<file path="config.mk">
export PLATFORM = sky130hd
export DESIGN_NAME = mic_bias_load_fault_diag
export DESIGN_NICKNAME = d
export VERILOG_FILES = /design/src/hw/mic_bias_diag_pkg.sv /design/src/hw/fault_flag_cell.sv /design/src/hw/mic_bias_load_fault_diag.sv
export VERILOG_INCLUDE_DIRS = /design/src /design/src/hw
export SDC_FILE = /design/constraint.sdc
export NUM_CORES = 1
export LEC_CHECK = 0
export BUFFER_PORTS_ARGS = -buffer_cell sky130_fd_sc_hd__buf_2
export CAP_MARGIN = 20
export CORE_UTILIZATION = 23
export CTS_CLUSTER_SIZE = 12
export DETAILED_ROUTE_END_ITERATION = 8
export MAX_ROUTING_LAYER = met4
export PLACE_DENSITY_LB_ADDON = 0.25
export SYNTH_ARGS = -nofsm -noshare
export SYNTH_HDL_FRONTEND = slang
export SYNTH_HIERARCHICAL = 1
export SYNTH_SLANG_ARGS = --single-unit
</file>
<file path="constraint.sdc">
create_clock -name clk_i -period 3.6 [get_ports clk_i]
set_input_delay 0.72 -clock clk_i [delete_from_list [all_inputs] [get_ports clk_i]]
set_output_delay 0.72 -clock clk_i [all_outputs]
set_load 0.02 [all_outputs]
</file>
<file path="src/hw/mic_bias_diag_cfg.svh">
// Offsets, field positions and reset values of the bias diagnostic registers
// Assumes an 8-bit register address and 8-bit register data
`ifndef MIC_BIAS_DIAG_CFG_SVH
`define MIC_BIAS_DIAG_CFG_SVH

// ****************************************************************
// Register offsets
// ****************************************************************
`define BIAS_FAULT_LATCH_ADDR   8'h37
`define BIAS_HIGH_LIMIT_ADDR    8'h38
`define BIAS_LOW_LIMIT_ADDR     8'h39

// ****************************************************************
// Reset values
// ****************************************************************
`define BIAS_FAULT_LATCH_RST    8'h00
`define BIAS_HIGH_LIMIT_RST     8'hba
`define BIAS_LOW_LIMIT_RST      8'h4b

// ****************************************************************
// Fault latch field positions
// ****************************************************************
`define FLT_HIGH_BIT            7
`define FLT_LOW_BIT             6
`define FLT_OV_BIT              5
`define FLT_RSVD_MSB            4
`define FLT_RSVD_LSB            0

// ****************************************************************
// Threshold code scale, current in units of 0.01 mA
// ****************************************************************
`define THR_CODE_MIN            8'h39
`define THR_CODE_MAX            8'hf2
`define THR_STEP_CENTI_MA       14'h0036
`define THR_MAX_CENTI_MA        14'h2706

`endif

</file>
<file path="src/hw/mic_bias_diag_pkg.sv">
// Types shared by the bias diagnostic register bank
// Assumes the constants of mic_bias_diag_cfg.svh
package mic_bias_diag_pkg;

  // ****************************************************************
  // Register port carriers
  // ****************************************************************
  typedef struct packed {
    logic       rd;
    logic       wr;
    logic [7:0] addr;
    logic [7:0] wdata;
  } reg_req_t;

  typedef struct packed {
    logic       valid;
    logic [7:0] rdata;
  } reg_rsp_t;

  // ****************************************************************
  // Fault events, ordered as the latch bits 7..5
  // ****************************************************************
  typedef struct packed {
    logic high;
    logic low;
    logic ov;
  } fault_vec_t;

  typedef struct packed {
    logic flag;
  } flag_state_t;

  typedef struct packed {
    logic [7:0]  hi_thr;
    logic [7:0]  lo_thr;
    logic [13:0] hi_centi;
    logic [13:0] lo_centi;
    reg_rsp_t    rsp;
  } bank_state_t;

endpackage : mic_bias_diag_pkg

</file>
<file path="src/hw/fault_flag_cell.sv">
// One sticky fault flag, set by a detector event, cleared by a read
// Assumes event and clear are synchronous one-cycle levels on clk_i
`timescale 1ns/1ps
module fault_flag_cell (
  input  wire logic clk_i,
  input  wire logic reset_i,
  input  wire logic event_i,
  input  wire logic clear_i,
  output logic      flag_o
);
  import mic_bias_diag_pkg::*;

  flag_state_t state_q;
  flag_state_t state_d;

  // ****************************************************************
  // Set wins over clear
  // ****************************************************************
  always_comb begin
    state_d      = state_q;
    state_d.flag = event_i | (state_q.flag & ~clear_i);
  end

  always_ff @(posedge clk_i) begin
    if (reset_i) begin
      state_q <= '0;
    end else begin
      state_q <= state_d;
    end
  end

  assign flag_o = state_q.flag;

  AST_FLAG_HOLDS: assert property (@(posedge clk_i) disable iff (reset_i)
    (state_q.flag && !clear_i) |=> state_q.flag)
    else $error("Fault flag dropped without a read");

  AST_EVENT_KEPT: assert property (@(posedge clk_i) disable iff (reset_i)
    (event_i && clear_i) |=> state_q.flag)
    else $error("Fault event lost during read clear");

endmodule : fault_flag_cell

</file>
<file path="src/hw/mic_bias_load_fault_diag.sv">
// Bias supply load-current and over-voltage fault register bank
// Assumes register requests, measurements and detector levels are synchronous
`timescale 1ns/1ps
`include "mic_bias_diag_cfg.svh"

// Function
// - Latch bit 7 reads 1 after a high load current fault, self-clearing.
// - Latch bit 6 reads 1 after a low load current fault, self-clearing.
// - Latch bit 5 reads 1 after a bias over-voltage fault, self-clearing.
// - Latch bits 4..0 read zero; software writes only zeros there.
// - High threshold code 57 is 0 mA, plus 0.54 mA per code, 242 is 99.90 mA.
// - High threshold resets to code 186, about 69.66 mA.
// - Low threshold code 57 is 0 mA, plus 0.54 mA per code, 242 is 99.90 mA.
// - Low threshold resets to code 75, about 9.72 mA.
module mic_bias_load_fault_diag (
  input  wire logic                          clk_i,
  input  wire logic                          reset_i,
  input  wire mic_bias_diag_pkg::reg_req_t   req_i,
  output mic_bias_diag_pkg::reg_rsp_t        rsp_o,
  input  wire logic                          meas_valid_i,
  input  wire logic [7:0]                    meas_code_i,
  input  wire logic                          ov_detect_i,
  output logic [7:0]                         hi_thr_o,
  output logic [7:0]                         lo_thr_o,
  output logic [13:0]                        hi_centi_ma_o,
  output logic [13:0]                        lo_centi_ma_o,
  output logic                               hi_thr_reserved_o,
  output logic                               lo_thr_reserved_o,
  output mic_bias_diag_pkg::fault_vec_t      fault_flags_o
);
  import mic_bias_diag_pkg::*;

  // ****************************************************************
  // Decoding helpers
  // ****************************************************************
  function automatic logic [13:0] code_to_centi(input logic [7:0] code);
    logic [13:0] diff;
    diff = {6'h00, code - `THR_CODE_MIN};
    if (code <= `THR_CODE_MIN) begin
      return 14'h0000;
    end else if (code >= `THR_CODE_MAX) begin
      return `THR_MAX_CENTI_MA;
    end else begin
      return 14'(diff * `THR_STEP_CENTI_MA);
    end
  endfunction : code_to_centi

  function automatic logic code_reserved(input logic [7:0] code);
    return (code < `THR_CODE_MIN) || (code > `THR_CODE_MAX);
  endfunction : code_reserved

  function automatic logic hit(input reg_req_t req, input logic [7:0] addr);
    return req.addr == addr;
  endfunction : hit

  // ****************************************************************
  // State
  // ****************************************************************
  bank_state_t state_q;
  bank_state_t state_d;
  fault_vec_t  events;
  fault_vec_t  flags;
  logic        latch_read;
  logic [7:0]  latch_value;

  // ****************************************************************
  // Fault detection
  // ****************************************************************
  assign events.high = meas_valid_i && (meas_code_i > state_q.hi_thr);
  assign events.low  = meas_valid_i && (meas_code_i < state_q.lo_thr);
  assign events.ov   = ov_detect_i;

  assign latch_read = req_i.rd && hit(req_i, `BIAS_FAULT_LATCH_ADDR);

  // ****************************************************************
  // Sticky flags
  // ****************************************************************
  generate
    for (genvar i = 0; i < 3; i++) begin : g_flag
      fault_flag_cell u_cell (
        .clk_i   (clk_i),
        .reset_i (reset_i),
        .event_i (events[i]),
        .clear_i (latch_read),
        .flag_o  (flags[i])
      );
    end
  endgenerate

  // ****************************************************************
  // Latch readback
  // ****************************************************************
  always_comb begin
    latch_value                              = `BIAS_FAULT_LATCH_RST;
    latch_value[`FLT_HIGH_BIT]               = flags.high;
    latch_value[`FLT_LOW_BIT]                = flags.low;
    latch_value[`FLT_OV_BIT]                 = flags.ov;
  end

  // ****************************************************************
  // Register bank
  // ****************************************************************
  always_comb begin
    state_d           = state_q;
    state_d.rsp.valid = req_i.rd;
    if (req_i.rd) begin
      unique case (req_i.addr)
        `BIAS_FAULT_LATCH_ADDR: state_d.rsp.rdata = latch_value;
        `BIAS_HIGH_LIMIT_ADDR:  state_d.rsp.rdata = state_q.hi_thr;
        `BIAS_LOW_LIMIT_ADDR:   state_d.rsp.rdata = state_q.lo_thr;
        default:                state_d.rsp.rdata = 8'h00;
      endcase
    end
    if (req_i.wr && hit(req_i, `BIAS_HIGH_LIMIT_ADDR)) begin
      state_d.hi_thr = req_i.wdata;
    end
    if (req_i.wr && hit(req_i, `BIAS_LOW_LIMIT_ADDR)) begin
      state_d.lo_thr = req_i.wdata;
    end
    state_d.hi_centi = code_to_centi(state_q.hi_thr);
    state_d.lo_centi = code_to_centi(state_q.lo_thr);
  end

  always_ff @(posedge clk_i) begin
    if (reset_i) begin
      state_q           <= '0;
      state_q.hi_thr    <= `BIAS_HIGH_LIMIT_RST;
      state_q.lo_thr    <= `BIAS_LOW_LIMIT_RST;
    end else begin
      state_q <= state_d;
    end
  end

  // ****************************************************************
  // Outputs
  // ****************************************************************
  assign rsp_o             = state_q.rsp;
  assign hi_thr_o          = state_q.hi_thr;
  assign lo_thr_o          = state_q.lo_thr;
  assign hi_centi_ma_o     = state_q.hi_centi;
  assign lo_centi_ma_o     = state_q.lo_centi;
  assign hi_thr_reserved_o = code_reserved(state_q.hi_thr);
  assign lo_thr_reserved_o = code_reserved(state_q.lo_thr);
  assign fault_flags_o     = flags;

  // ****************************************************************
  // Checks
  // ****************************************************************
  AST_HIGH_BIT_READ: assert property (@(posedge clk_i) disable iff (reset_i)
    (latch_read && flags.high) |=> (rsp_o.valid && rsp_o.rdata[`FLT_HIGH_BIT]))
    else $error("High current fault not returned in bit 7");

  AST_LOW_BIT_READ: assert property (@(posedge clk_i) disable iff (reset_i)
    (latch_read && !flags.low) |=> (rsp_o.valid && !rsp_o.rdata[`FLT_LOW_BIT]))
    else $error("Low current bit reads set without a fault");

  AST_OV_TO_READ: assert property (@(posedge clk_i) disable iff (reset_i)
    (ov_detect_i && !latch_read) ##1 latch_read
      |=> rsp_o.rdata[`FLT_OV_BIT])
    else $error("Over-voltage fault not reported in bit 5");

  AST_RSVD_ZERO: assert property (@(posedge clk_i) disable iff (reset_i)
    latch_read |=> (rsp_o.rdata[`FLT_RSVD_MSB:`FLT_RSVD_LSB] == 5'h00))
    else $error("Reserved latch bits read nonzero");

  AST_HIGH_SCALE: assert property (@(posedge clk_i) disable iff (reset_i)
    (hi_thr_o == 8'hf2) |=> (hi_centi_ma_o == 14'h2706))
    else $error("High threshold code 242 not 99.90 mA");

  AST_LOW_SCALE: assert property (@(posedge clk_i) disable iff (reset_i)
    (lo_thr_o == 8'h4b) |=> (lo_centi_ma_o == 14'h03cc))
    else $error("Low threshold code 75 not 9.72 mA");

  AST_HIGH_RESET: assert property (@(posedge clk_i)
    reset_i ##1 !reset_i |-> (hi_thr_o == 8'hba) ##1 (hi_centi_ma_o == 14'h1b36))
    else $error("High threshold reset value wrong");

  AST_LOW_RESET: assert property (@(posedge clk_i)
    reset_i |=> (lo_thr_o == 8'h4b))
    else $error("Low threshold reset value wrong");

  AST_HIGH_DETECT: assert property (@(posedge clk_i) disable iff (reset_i)
    (meas_valid_i && (meas_code_i > hi_thr_o)) |=> fault_flags_o.high)
    else $error("High current fault not flagged");

  AST_LOW_DETECT: assert property (@(posedge clk_i) disable iff (reset_i)
    (!meas_valid_i && !fault_flags_o.low && !latch_read) |=> !fault_flags_o.low)
    else $error("Low current flag set without a measurement");

  AST_READ_CLEARS: assert property (@(posedge clk_i) disable iff (reset_i)
    (latch_read && !meas_valid_i && !ov_detect_i) |=> (fault_flags_o == 3'b000))
    else $error("Latch read did not clear the fault flags");

  AST_WRITE_TAKES: assert property (@(posedge clk_i) disable iff (reset_i)
    (req_i.wr && req_i.addr == `BIAS_LOW_LIMIT_ADDR)
      |=> (lo_thr_o == $past(req_i.wdata)))
    else $error("Low threshold write not stored");

  AST_HIGH_WRITE_TAKES: assert property (@(posedge clk_i) disable iff (reset_i)
    (req_i.wr && req_i.addr == `BIAS_HIGH_LIMIT_ADDR)
      |=> (hi_thr_o == $past(req_i.wdata)))
    else $error("High threshold write not stored");

  AST_LOW_SET: assert property (@(posedge clk_i) disable iff (reset_i)
    (meas_valid_i && (meas_code_i < lo_thr_o)) |=> fault_flags_o.low)
    else $error("Low current fault not flagged");

  AST_OV_SET: assert property (@(posedge clk_i) disable iff (reset_i)
    ov_detect_i |=> fault_flags_o.ov)
    else $error("Over-voltage fault not flagged");

  AST_LOW_BIT_SET: assert property (@(posedge clk_i) disable iff (reset_i)
    (latch_read && flags.low) |=> (rsp_o.valid && rsp_o.rdata[`FLT_LOW_BIT]))
    else $error("Low current fault not returned in bit 6");

  AST_OV_BIT_READ: assert property (@(posedge clk_i) disable iff (reset_i)
    (latch_read && flags.ov) |=> (rsp_o.valid && rsp_o.rdata[`FLT_OV_BIT]))
    else $error("Over-voltage fault not returned in bit 5");

  AST_LOW_CODE_OK: assert property (@(posedge clk_i) disable iff (reset_i)
    ((lo_thr_o >= 8'h39) && (lo_thr_o <= 8'hf2)) |-> !lo_thr_reserved_o)
    else $error("Usable low threshold code marked reserved");

endmodule : mic_bias_load_fault_diag

</file>
### Word level (Yosys, flattened, before mapping)

Index checks and enable logic that the tools add are counted.
W data, S select, Z words.

* add/subtract/negate cells: 2
* $mul: 2
* $lt $le $gt $ge: 10
* eq/ne operators: 3
* muxes and demuxes: 3
* bitwise gates (word level): 7
* reduce and logical (&&, ||, !) cells: 11

Operators by type and width (count)
* $mux W14: 2
* $mul A8 B5 Y13 const B: 2
* $eq A8 B6 Y1 const B: 3
* $pmux W8 S3: 1
* $ge A8 B8 Y1 const B: 2
* $gt A8 B8 Y1 const B: 2
* $le A8 B6 Y1 const B: 2
* $lt A8 B6 Y1 const B: 2
* $sub A8 B6 Y8 const B: 2
* $gt A8 B8 Y1: 1
* $lt A8 B8 Y1: 1
* $reduce_or A3 Y1: 2
* $logic_and A1 B1 Y1: 5
* $reduce_or A2 Y1: 2
* $and A1 B1 Y1: 3
* $or A1 B1 Y1: 3
* $logic_or A1 B1 Y1: 2
* $not A1 Y1: 1

* flip-flop bits (word level): 56
* bits of input ports: 30
* output and inout port bits: 58
* word-level logic and storage cells: 49

### Depth between registers and ports, before layout

Gate-level depths: netlist (run 1).

* depth after elaboration: 5
* depth in mapped cells: 17
* gate-level depth less buffers: 17

### By module

Netlist (run 1), hierarchy kept.

Modules (own cells, without submodules)
* mic_bias_load_fault_diag: times used 1, cells an instance 504, area each 4439.3 sq um, sequential area each 1021.0 sq um
* fault_flag_cell: times used 3, cells an instance 4, area each 38.8 sq um, sequential area each 20.0 sq um

### Worst setup path before layout (run 1)

No wires, ideal clock.

* path kind: reg-to-reg
* start point: register state_q, in the netlist lo_thr_o[0]
* end point: register state_q, in the netlist lo_centi_ma_o[10]
* library setup time: 125 ps
* arrival time: 3933 ps
* required time: 3475 ps
* slack: -458 ps
* cell stages (with the launch flop): 17
* buffers on the path: 0
* clock period less this slack: 4058 ps
* cell sequence: dfxtp_1 -> inv_1 -> ha_1 -> inv_1 -> o21ai_0 -> xnor2_1 -> inv_1 -> ha_1 -> inv_1 -> fa_1 -> fa_1 -> inv_1 -> ha_1 -> or4_1 -> o22ai_1 -> xor2_1 -> a21oi_1

* cells in the longest elaborated chain, start to end: 3
* elaborated cells between the ends (all ways): 6
* those cells by class: add/sub (1); mul (1); order compare (2); mux (1); reduce/logical (1)

RTL lines
* start: declaration: RTL line mic_bias_load_fault_diag.sv:59 `bank_state_t state_q;`
* start signal: assignment: RTL line mic_bias_load_fault_diag.sv:130 `state_q <= state_d;`
* $sub A8 B6 Y8 (no source line)
* $mul A8 B5 Y13 (no source line)
* $mux W14: RTL line mic_bias_load_fault_diag.sv:41 `` end else if (code >= `THR_CODE_MAX) begin ``

Several ways; a longest one is shown, not always the timed one.
A chain may end at the register's enable or synchronous reset.

### Final worst setup path (run 1)

* start point: register state_q, in the netlist lo_thr_o[1]
* end point: register state_q, in the netlist lo_centi_ma_o[10]

The elaborated chain is that of the path after synthesis.

==> results of run 1 <==
## where the power goes
group          total, mW  switching [mW]  internal [mW]  leakage [nW]
logic              0.140          0.0853         0.0547          2.59
registers          0.613         0.00544          0.608         0.442
clock network      0.578           0.248          0.330        0.0771
total               1.33           0.339          0.992          3.11
## through the flow
stage / power, mW / cells
3_3_place_gp: 0.766 / 898
5_1_grt: 1.39 / 913
4_1_cts: 1.36 / 906
6_report: 1.33 / 913
2_1_floorplan: 0.709 / 517
3_5_place_dp: 0.766 / 898
## routing by layer
metal | GRT usage (%) | part of all wire, % | wire (um) | vias up
met3 | 2.58 | 4.0 | 509 | 6
li1 | - | - | - | 2029
met5 | - | 0 | 0 | -
met1 | 19.6 | 54 | 6990 | 1828
met4 | 3.40 | 0.53 | 68 | 0
met2 | 18.2 | 41 | 5270 | 91
## flip-flops by register name, indices dropped and copies added (netlist names)
| name | cells |
|---|---|
| hi_centi_ma_o | 13 |
| hi_thr_o | 8 |
| rsp_o | 9 |
| g_flag.u_cell/flag_o | 3 |
| lo_thr_o | 8 |
| lo_centi_ma_o | 13 |
## synth_stat cells, drive strengths merged (3+ instances only)
library cell  number  area share, %
a211oi             7            1.4
a21boi             3           0.49
a21o              10            1.6
a21oi             34            4.0
a22oi              3           0.49
and2               3           0.41
and3               8            1.1
buf               11            1.3
dfxtp             54             24
fa                18            7.9
ha                69             19
inv               69            5.7
mux2i             18            4.0
nand2             32            2.6
nand2b             8            1.1
nand3             10            1.3
nand4              6           0.96
nor2              24            2.0
nor2b             12            1.8
nor3              11            1.8
nor4               4           0.82
o211a              4           0.88
o21a              10            1.6
o21ai             25            2.7
o22ai              3           0.41
or2                5           0.69
or3                3           0.63
xnor2             21            4.2
xor2               7            1.3
## area by class of cell
class                   count  area [sq um]  share of cell area, %
well taps                 265           332                   5.47
multi-input cells         379          3370                   55.7
repair buffers            136           808                   13.3
flip-flops and latches     54          1100                   18.2
clock buffers               6           129                   2.13
clock inverters             2          37.5                  0.620
inverters                  71           277                   4.57
## kinds of logic (layout without fill, tap and decap cells)
kind of cell,Yosys count,after routing
fa+ha+maj,87,87
xor+xnor,28,28
buf+inv,84,215
flops,54,54
mux,18,18
compound gates,110,110
other cells,1,2
simple gates,134,134
## critical path, stage by stage (launching register included)
cell and delay, ns:
dfxtp_4 0.36, inv_6 0.07, ha_4 0.17, inv_4 0.05
o21ai_4 0.16, xnor2_2 0.14, inv_1 0.08, ha_1 0.29
inv_2 0.04, fa_1 0.46, fa_1 0.50, inv_2 0.05
ha_4 0.16, or4_4 0.48, o22ai_2 0.12, xor2_1 0.16
a21oi_1 0.08
## path summary, 6_finish.rpt
path	to	slack [ns]	depth (start not counted)	from
max reg2reg	lo_centi_ma_o[10]$_SDFF_PP0_	0.10	16	lo_thr_o[1]$_SDFFE_PP1P_
min	rsp_o[5]$_SDFFE_PP0P_	0.48	2	rsp_o[5]$_SDFFE_PP0P_
min reg2reg	rsp_o[5]$_SDFFE_PP0P_	0.48	2	rsp_o[5]$_SDFFE_PP0P_
max	lo_centi_ma_o[10]$_SDFF_PP0_	0.10	16	lo_thr_o[1]$_SDFFE_PP1P_
## cell usage in the layout, fill, tap and decap left out, types with 6 or more instances in the layout
| cell | count |
|---|---|
| inv_1 | 61 |
| nor3_2 | 7 |
| o21ai_0 | 20 |
| nand2_1 | 32 |
| dfxtp_1 | 47 |
| nand2b_1 | 8 |
| buf_2 | 85 |
| buf_4 | 51 |
| a21o_1 | 10 |
| o21a_1 | 10 |
| a21oi_1 | 28 |
| a21oi_2 | 6 |
| ha_1 | 61 |
| fa_1 | 18 |
| nor2_1 | 24 |
| and3_1 | 7 |
| nor2b_1 | 11 |
| xnor2_2 | 7 |
| mux2i_1 | 18 |
| nand3_1 | 7 |
| xnor2_1 | 13 |
## repair_timing
action                     CTS  global route
setup buffers                0             7
hold buffers                 0             0
setup endpoints to repair    5            12
gates cloned                 0             0
pin swaps                    0            14
gates resized for setup      2            43
==> impl_metrics.py, run 1 <==
metrics = {
    "timing": {
        "rsz0062_at_grt": "yes",
        "period_needed_ns": 3.50,
        "fin_worst_skew_ns": 0.0135,
        "max_clock_freq_ghz": 0.286,
        "maxSlewViolCount": 0,
        "hold_violations": 0,
        "fin_ws_ns": 0.104,
        "slew_headroom_pct": 56.8,
        "whs_ns": 0.481,
        "setup_viol": 0,
        "worstMarginPinSlew_ns": 0.644,
        "tns_ns": 0,
        "post-route-period-util_pct": 97.1,
    },
    "routing": {
        "dr.pass1.iters": 4,
        "via_per_inst": 4.33,
        "dr.first_iter.drc_count": 193,
        "num_vias": 3954,
        "ant_nets": 0,
        "wl_per_cell_um": 14.1,
        "routed_wl_um": 12800,
        "drc": 0,
    },
    "placed_design": {
        "placed_area_sq_mm": 0.00563,
        "dp_hpwl_um": 10400,
        "pre_cts_ws_ns": -0.0207,
        "gp_congestion": 0.803,
        "port_buffers": 85,
    },
    "clocking": {
        "cts_buffers": 5,
        "cts_tree": "done",
        "cts_max_level": 2,
        "cts.sinks": 54,
        "path_clk_slew_ns": 0.08,
        "cts_root_buf": "clkbuf_16",
        "insertion_delay_ns": 0.31,
        "cts.path.max_buffers": 2,
    },
    "power_and_ir_drop": {
        "ir_drop_mv": 0.222,
        "p_leak_nw": 3.11,
        "p_per_area_mw_per_mm2": 220,
    },
    "worst_setup_path": {
        "arrival_ns": 3.69,
        "critPathRequiredTime_ns": 3.79,
        "crit_type": "flop to flop",
        "end_kind": "flop",
        "critPathLaunchType": "flop",
        "critPathMaxFanout": 5,
    },
    "layout": {
        "area_growth_pct": 33.0,
        "utilization_pct": 31.1,
        "nets": 764,
        "fin_area_sq_mm": 0.00606,
        "diodes": 0,
        "drive_gt1_share_pct": 33.0,
        "nFillCells": 2076,
    },
    "outcome": {
        "outcome": "complete, no violations",
    },
    "global_routing": {
        "grt_pass1_wl_um": 20000,
        "antenna_found_initial": 0,
        "grt_pass1_vias": 3710,
        "grt_use_total_pct": 13.3,
        "grt_start_max_net_pins": 25,
        "overflow": 0,
    },
    "die": {
        "row_count": 51,
        "initial_core_util_pct": 23.4,
        "die_w_um": 143,
        "core_sq_mm": 0.0195,
        "die_y_um": 143,
        "num_io_pins": 88,
        "die_area_sq_mm": 0.0204,
    },
    "synthesis": {
        "synth_xor_area_share_pct": 5.55,
        "synthArstFlopShare_pct": 0,
        "yosys_warnings": 6,
        "synth_top_family_by_area": "adder cells",
        "synth-seq-area-share_pct": 23.7,
        "synth-edff-count": 0,
        "ys_seq_elements": 54,
        "synth_simple_gate_area_share_pct": 16.8,
        "muxShareOfSynthArea_pct": 3.95,
        "synth_cells": 516,
        "ys.flop_type": "dfxtp_1",
        "synthAdderAreaFrac_pct": 26.9,
        "netlist_area_sq_mm": 0.00456,
        "synth-compound-area-share_pct": 15.8,
        "ys_types": 62,
        "avgSynthCellArea_sq_um": 8.83,
    },
    "hold_path": {
        "worstHoldPathType": "flop to flop",
    },
    "run": {
        "maxCapViolCount": 0,
    },
}
Power figures use the tool's default switching activity.
==> run 2: changes to the inputs <==
--- a/config.mk
+++ b/config.mk
@@ -12,7 +12,7 @@
 export CTS_CLUSTER_SIZE = 12
 export DETAILED_ROUTE_END_ITERATION = 8
 export MAX_ROUTING_LAYER = met4
-export PLACE_DENSITY_LB_ADDON = 0.25
+export RECOVER_POWER = 25
 export SYNTH_ARGS = -nofsm -noshare
 export SYNTH_HDL_FRONTEND = slang
 export SYNTH_HIERARCHICAL = 1
==> run 2 against run 1 <==
  * Clock skew decreased by 0.0078 ns
  * Setup slack improved by 0.010 ns
  * Critical endpoint unchanged
  * Largest cell class unchanged
  * Highest routed layer unchanged
  * Sequential power about the same
==> impl_metrics.py, run 2 (synthesized netlist as in run 1, its figures left out) <==
metrics = {
    "worst_setup_path": {
        "timing.rr.end": "lo_centi_ma_o[10]$_SDFF_PP0_",
        "critPathLaunch": "lo_thr_o[1]$_SDFFE_PP1P_",
        "critPathLaunchType": "flop",
        "ff2ff_path_depth": 17,
        "end_kind": "flop",
        "critPathRequiredTime_ns": 3.79,
        "reg2reg_from": "lo_thr_o[1]$_SDFFE_PP1P_",
        "critPathMaxFanout": 6,
        "crit_type": "flop to flop",
        "arrival_ns": 3.68,
        "r2r_slack_ns": 0.11,
    },
    "global_routing": {
        "antenna_found_initial": 0,
        "grt_start_max_net_pins": 25,
        "grt_use_total_pct": 13.1,
        "overflow": 0,
        "grt_pass1_wl_um": 19800,
        "grt_pass1_vias": 3715,
    },
    "layout": {
        "utilization_pct": 31.3,
        "area_growth_pct": 33.8,
        "mostFrequentLayoutCell": "inv_1",
        "mostFrequentLayoutCells": "inv_1 (61), buf_2 (59), ha_1 (56)",
        "drive_gt1_share_pct": 29.7,
        "nets": 762,
        "fin_area_sq_mm": 0.00610,
        "nFillCells": 2084,
        "fin_cells": 912,
    },
    "timing": {
        "fin_ws_ns": 0.114,
        "hold_violations": 0,
        "maxSlewViolCount": 0,
        "post-route-period-util_pct": 96.8,
        "worstMarginPinSlew_ns": 0.666,
        "max_clock_freq_ghz": 0.287,
        "slew_headroom_pct": 55.3,
        "tns_ns": 0,
        "rsz0062_at_grt": "yes",
        "whs_ns": 0.478,
        "fin_worst_skew_ns": 0.00573,
        "period_needed_ns": 3.49,
        "setup_viol": 0,
    },
    "die": {
        "die_y_um": 143,
        "core_sq_mm": 0.0195,
        "num_io_pins": 88,
        "row_count": 51,
        "die_area_sq_mm": 0.0204,
        "die_w_um": 143,
        "initial_core_util_pct": 23.4,
    },
    "placed_design": {
        "pre_cts_ws_ns": -0.0120,
        "placed_area_sq_mm": 0.00562,
        "port_buffers": 85,
        "dp_hpwl_um": 10400,
        "gp_congestion": 0.829,
        "dp.cells": 896,
    },
    "routing": {
        "dr.first_iter.drc_count": 222,
        "num_vias": 3988,
        "routed_wl_um": 12900,
        "dr.pass1.iters": 6,
        "drc": 0,
        "ant_nets": 0,
        "via_per_inst": 4.37,
        "wl_per_cell_um": 14.1,
    },
    "clocking": {
        "cts-hold-fix-buffers": 0,
        "path_clk_slew_ns": 0.08,
        "cts.path.max_buffers": 2,
        "cts_root_buf": "clkbuf_16",
        "cts_max_level": 2,
        "insertion_delay_ns": 0.31,
        "cts_buffers": 5,
        "cts_tree": "done",
        "cts.sinks": 54,
    },
    "hold_path": {
        "hp-start": "rsp_o[7]$_SDFFE_PP0P_",
        "hold_depth": 2,
        "min_to": "rsp_o[7]$_SDFFE_PP0P_",
        "worstHoldPathType": "flop to flop",
    },
    "outcome": {
        "outcome": "complete, no violations",
    },
    "run": {
        "maxCapViolCount": 0,
    },
    "power_and_ir_drop": {
        "p_per_area_mw_per_mm2": 218,
        "ir_drop_mv": 0.147,
        "power.total_mw": 1.33,
        "p_leak_nw": 3.01,
    },
}
[run 2: area by class of cell]
class	instances	area, sq um	area share, %
multi-input cells	379	3460	56.7
flip-flops and latches	54	1100	18.0
repair buffers	134	761	12.5
well taps	265	332	5.44
inverters	71	280	4.60
clock buffers	6	129	2.11
clock inverters	2	37.5	0.616
diodes	1	2.50	0.0410
[run 2: worst max-delay path by stage]
stage                              endpoint  depth (start not counted)
6_report       lo_centi_ma_o[10]$_SDFF_PP0_                         17
3_3_place_gp   hi_centi_ma_o[12]$_SDFF_PP0_                         14
3_5_place_dp   hi_centi_ma_o[13]$_SDFF_PP0_                         14
5_1_grt        lo_centi_ma_o[13]$_SDFF_PP0_                         14
4_1_cts        lo_centi_ma_o[10]$_SDFF_PP0_                         16
2_1_floorplan  lo_centi_ma_o[10]$_SDFF_PP0_                         16
[run 2: metal layers]
metal | wire length (um) | GRT usage (%)
met2 | 5630 | 19.2
met1 | 6470 | 17.7
met4 | 280 | 5.04
met5 | 0 | -
met3 | 497 | 2.35
[run 2: worst max-delay path, stage by stage, from the launching register on]
cell and delay, ns:
dfxtp_4 0.36, inv_6 0.07, ha_4 0.20, inv_4 0.06, o21ai_4 0.16, xnor2_2 0.13, inv_1 0.08, buf_4 0.15
ha_1 0.26, inv_1 0.05, fa_1 0.50, inv_1 0.07, ha_4 0.25, ha_4 0.18, or4_4 0.49, o22ai_2 0.12
xor2_1 0.16, a21oi_1 0.08
[run 2: report_power, final]
| group | switching [mW] | internal (mW) |
|---|---|---|
| clock | 0.247 | 0.330 |
| combinational | 0.0870 | 0.0520 |
| sequential | 0.00538 | 0.608 |
| total | 0.339 | 0.989 |
[run 2: what timing repair did]
item                       4_1_cts  5_1_grt
buffers inserted                 0        7
resized for setup                4       51
pin swaps                        0       21
setup endpoints to repair        6       11
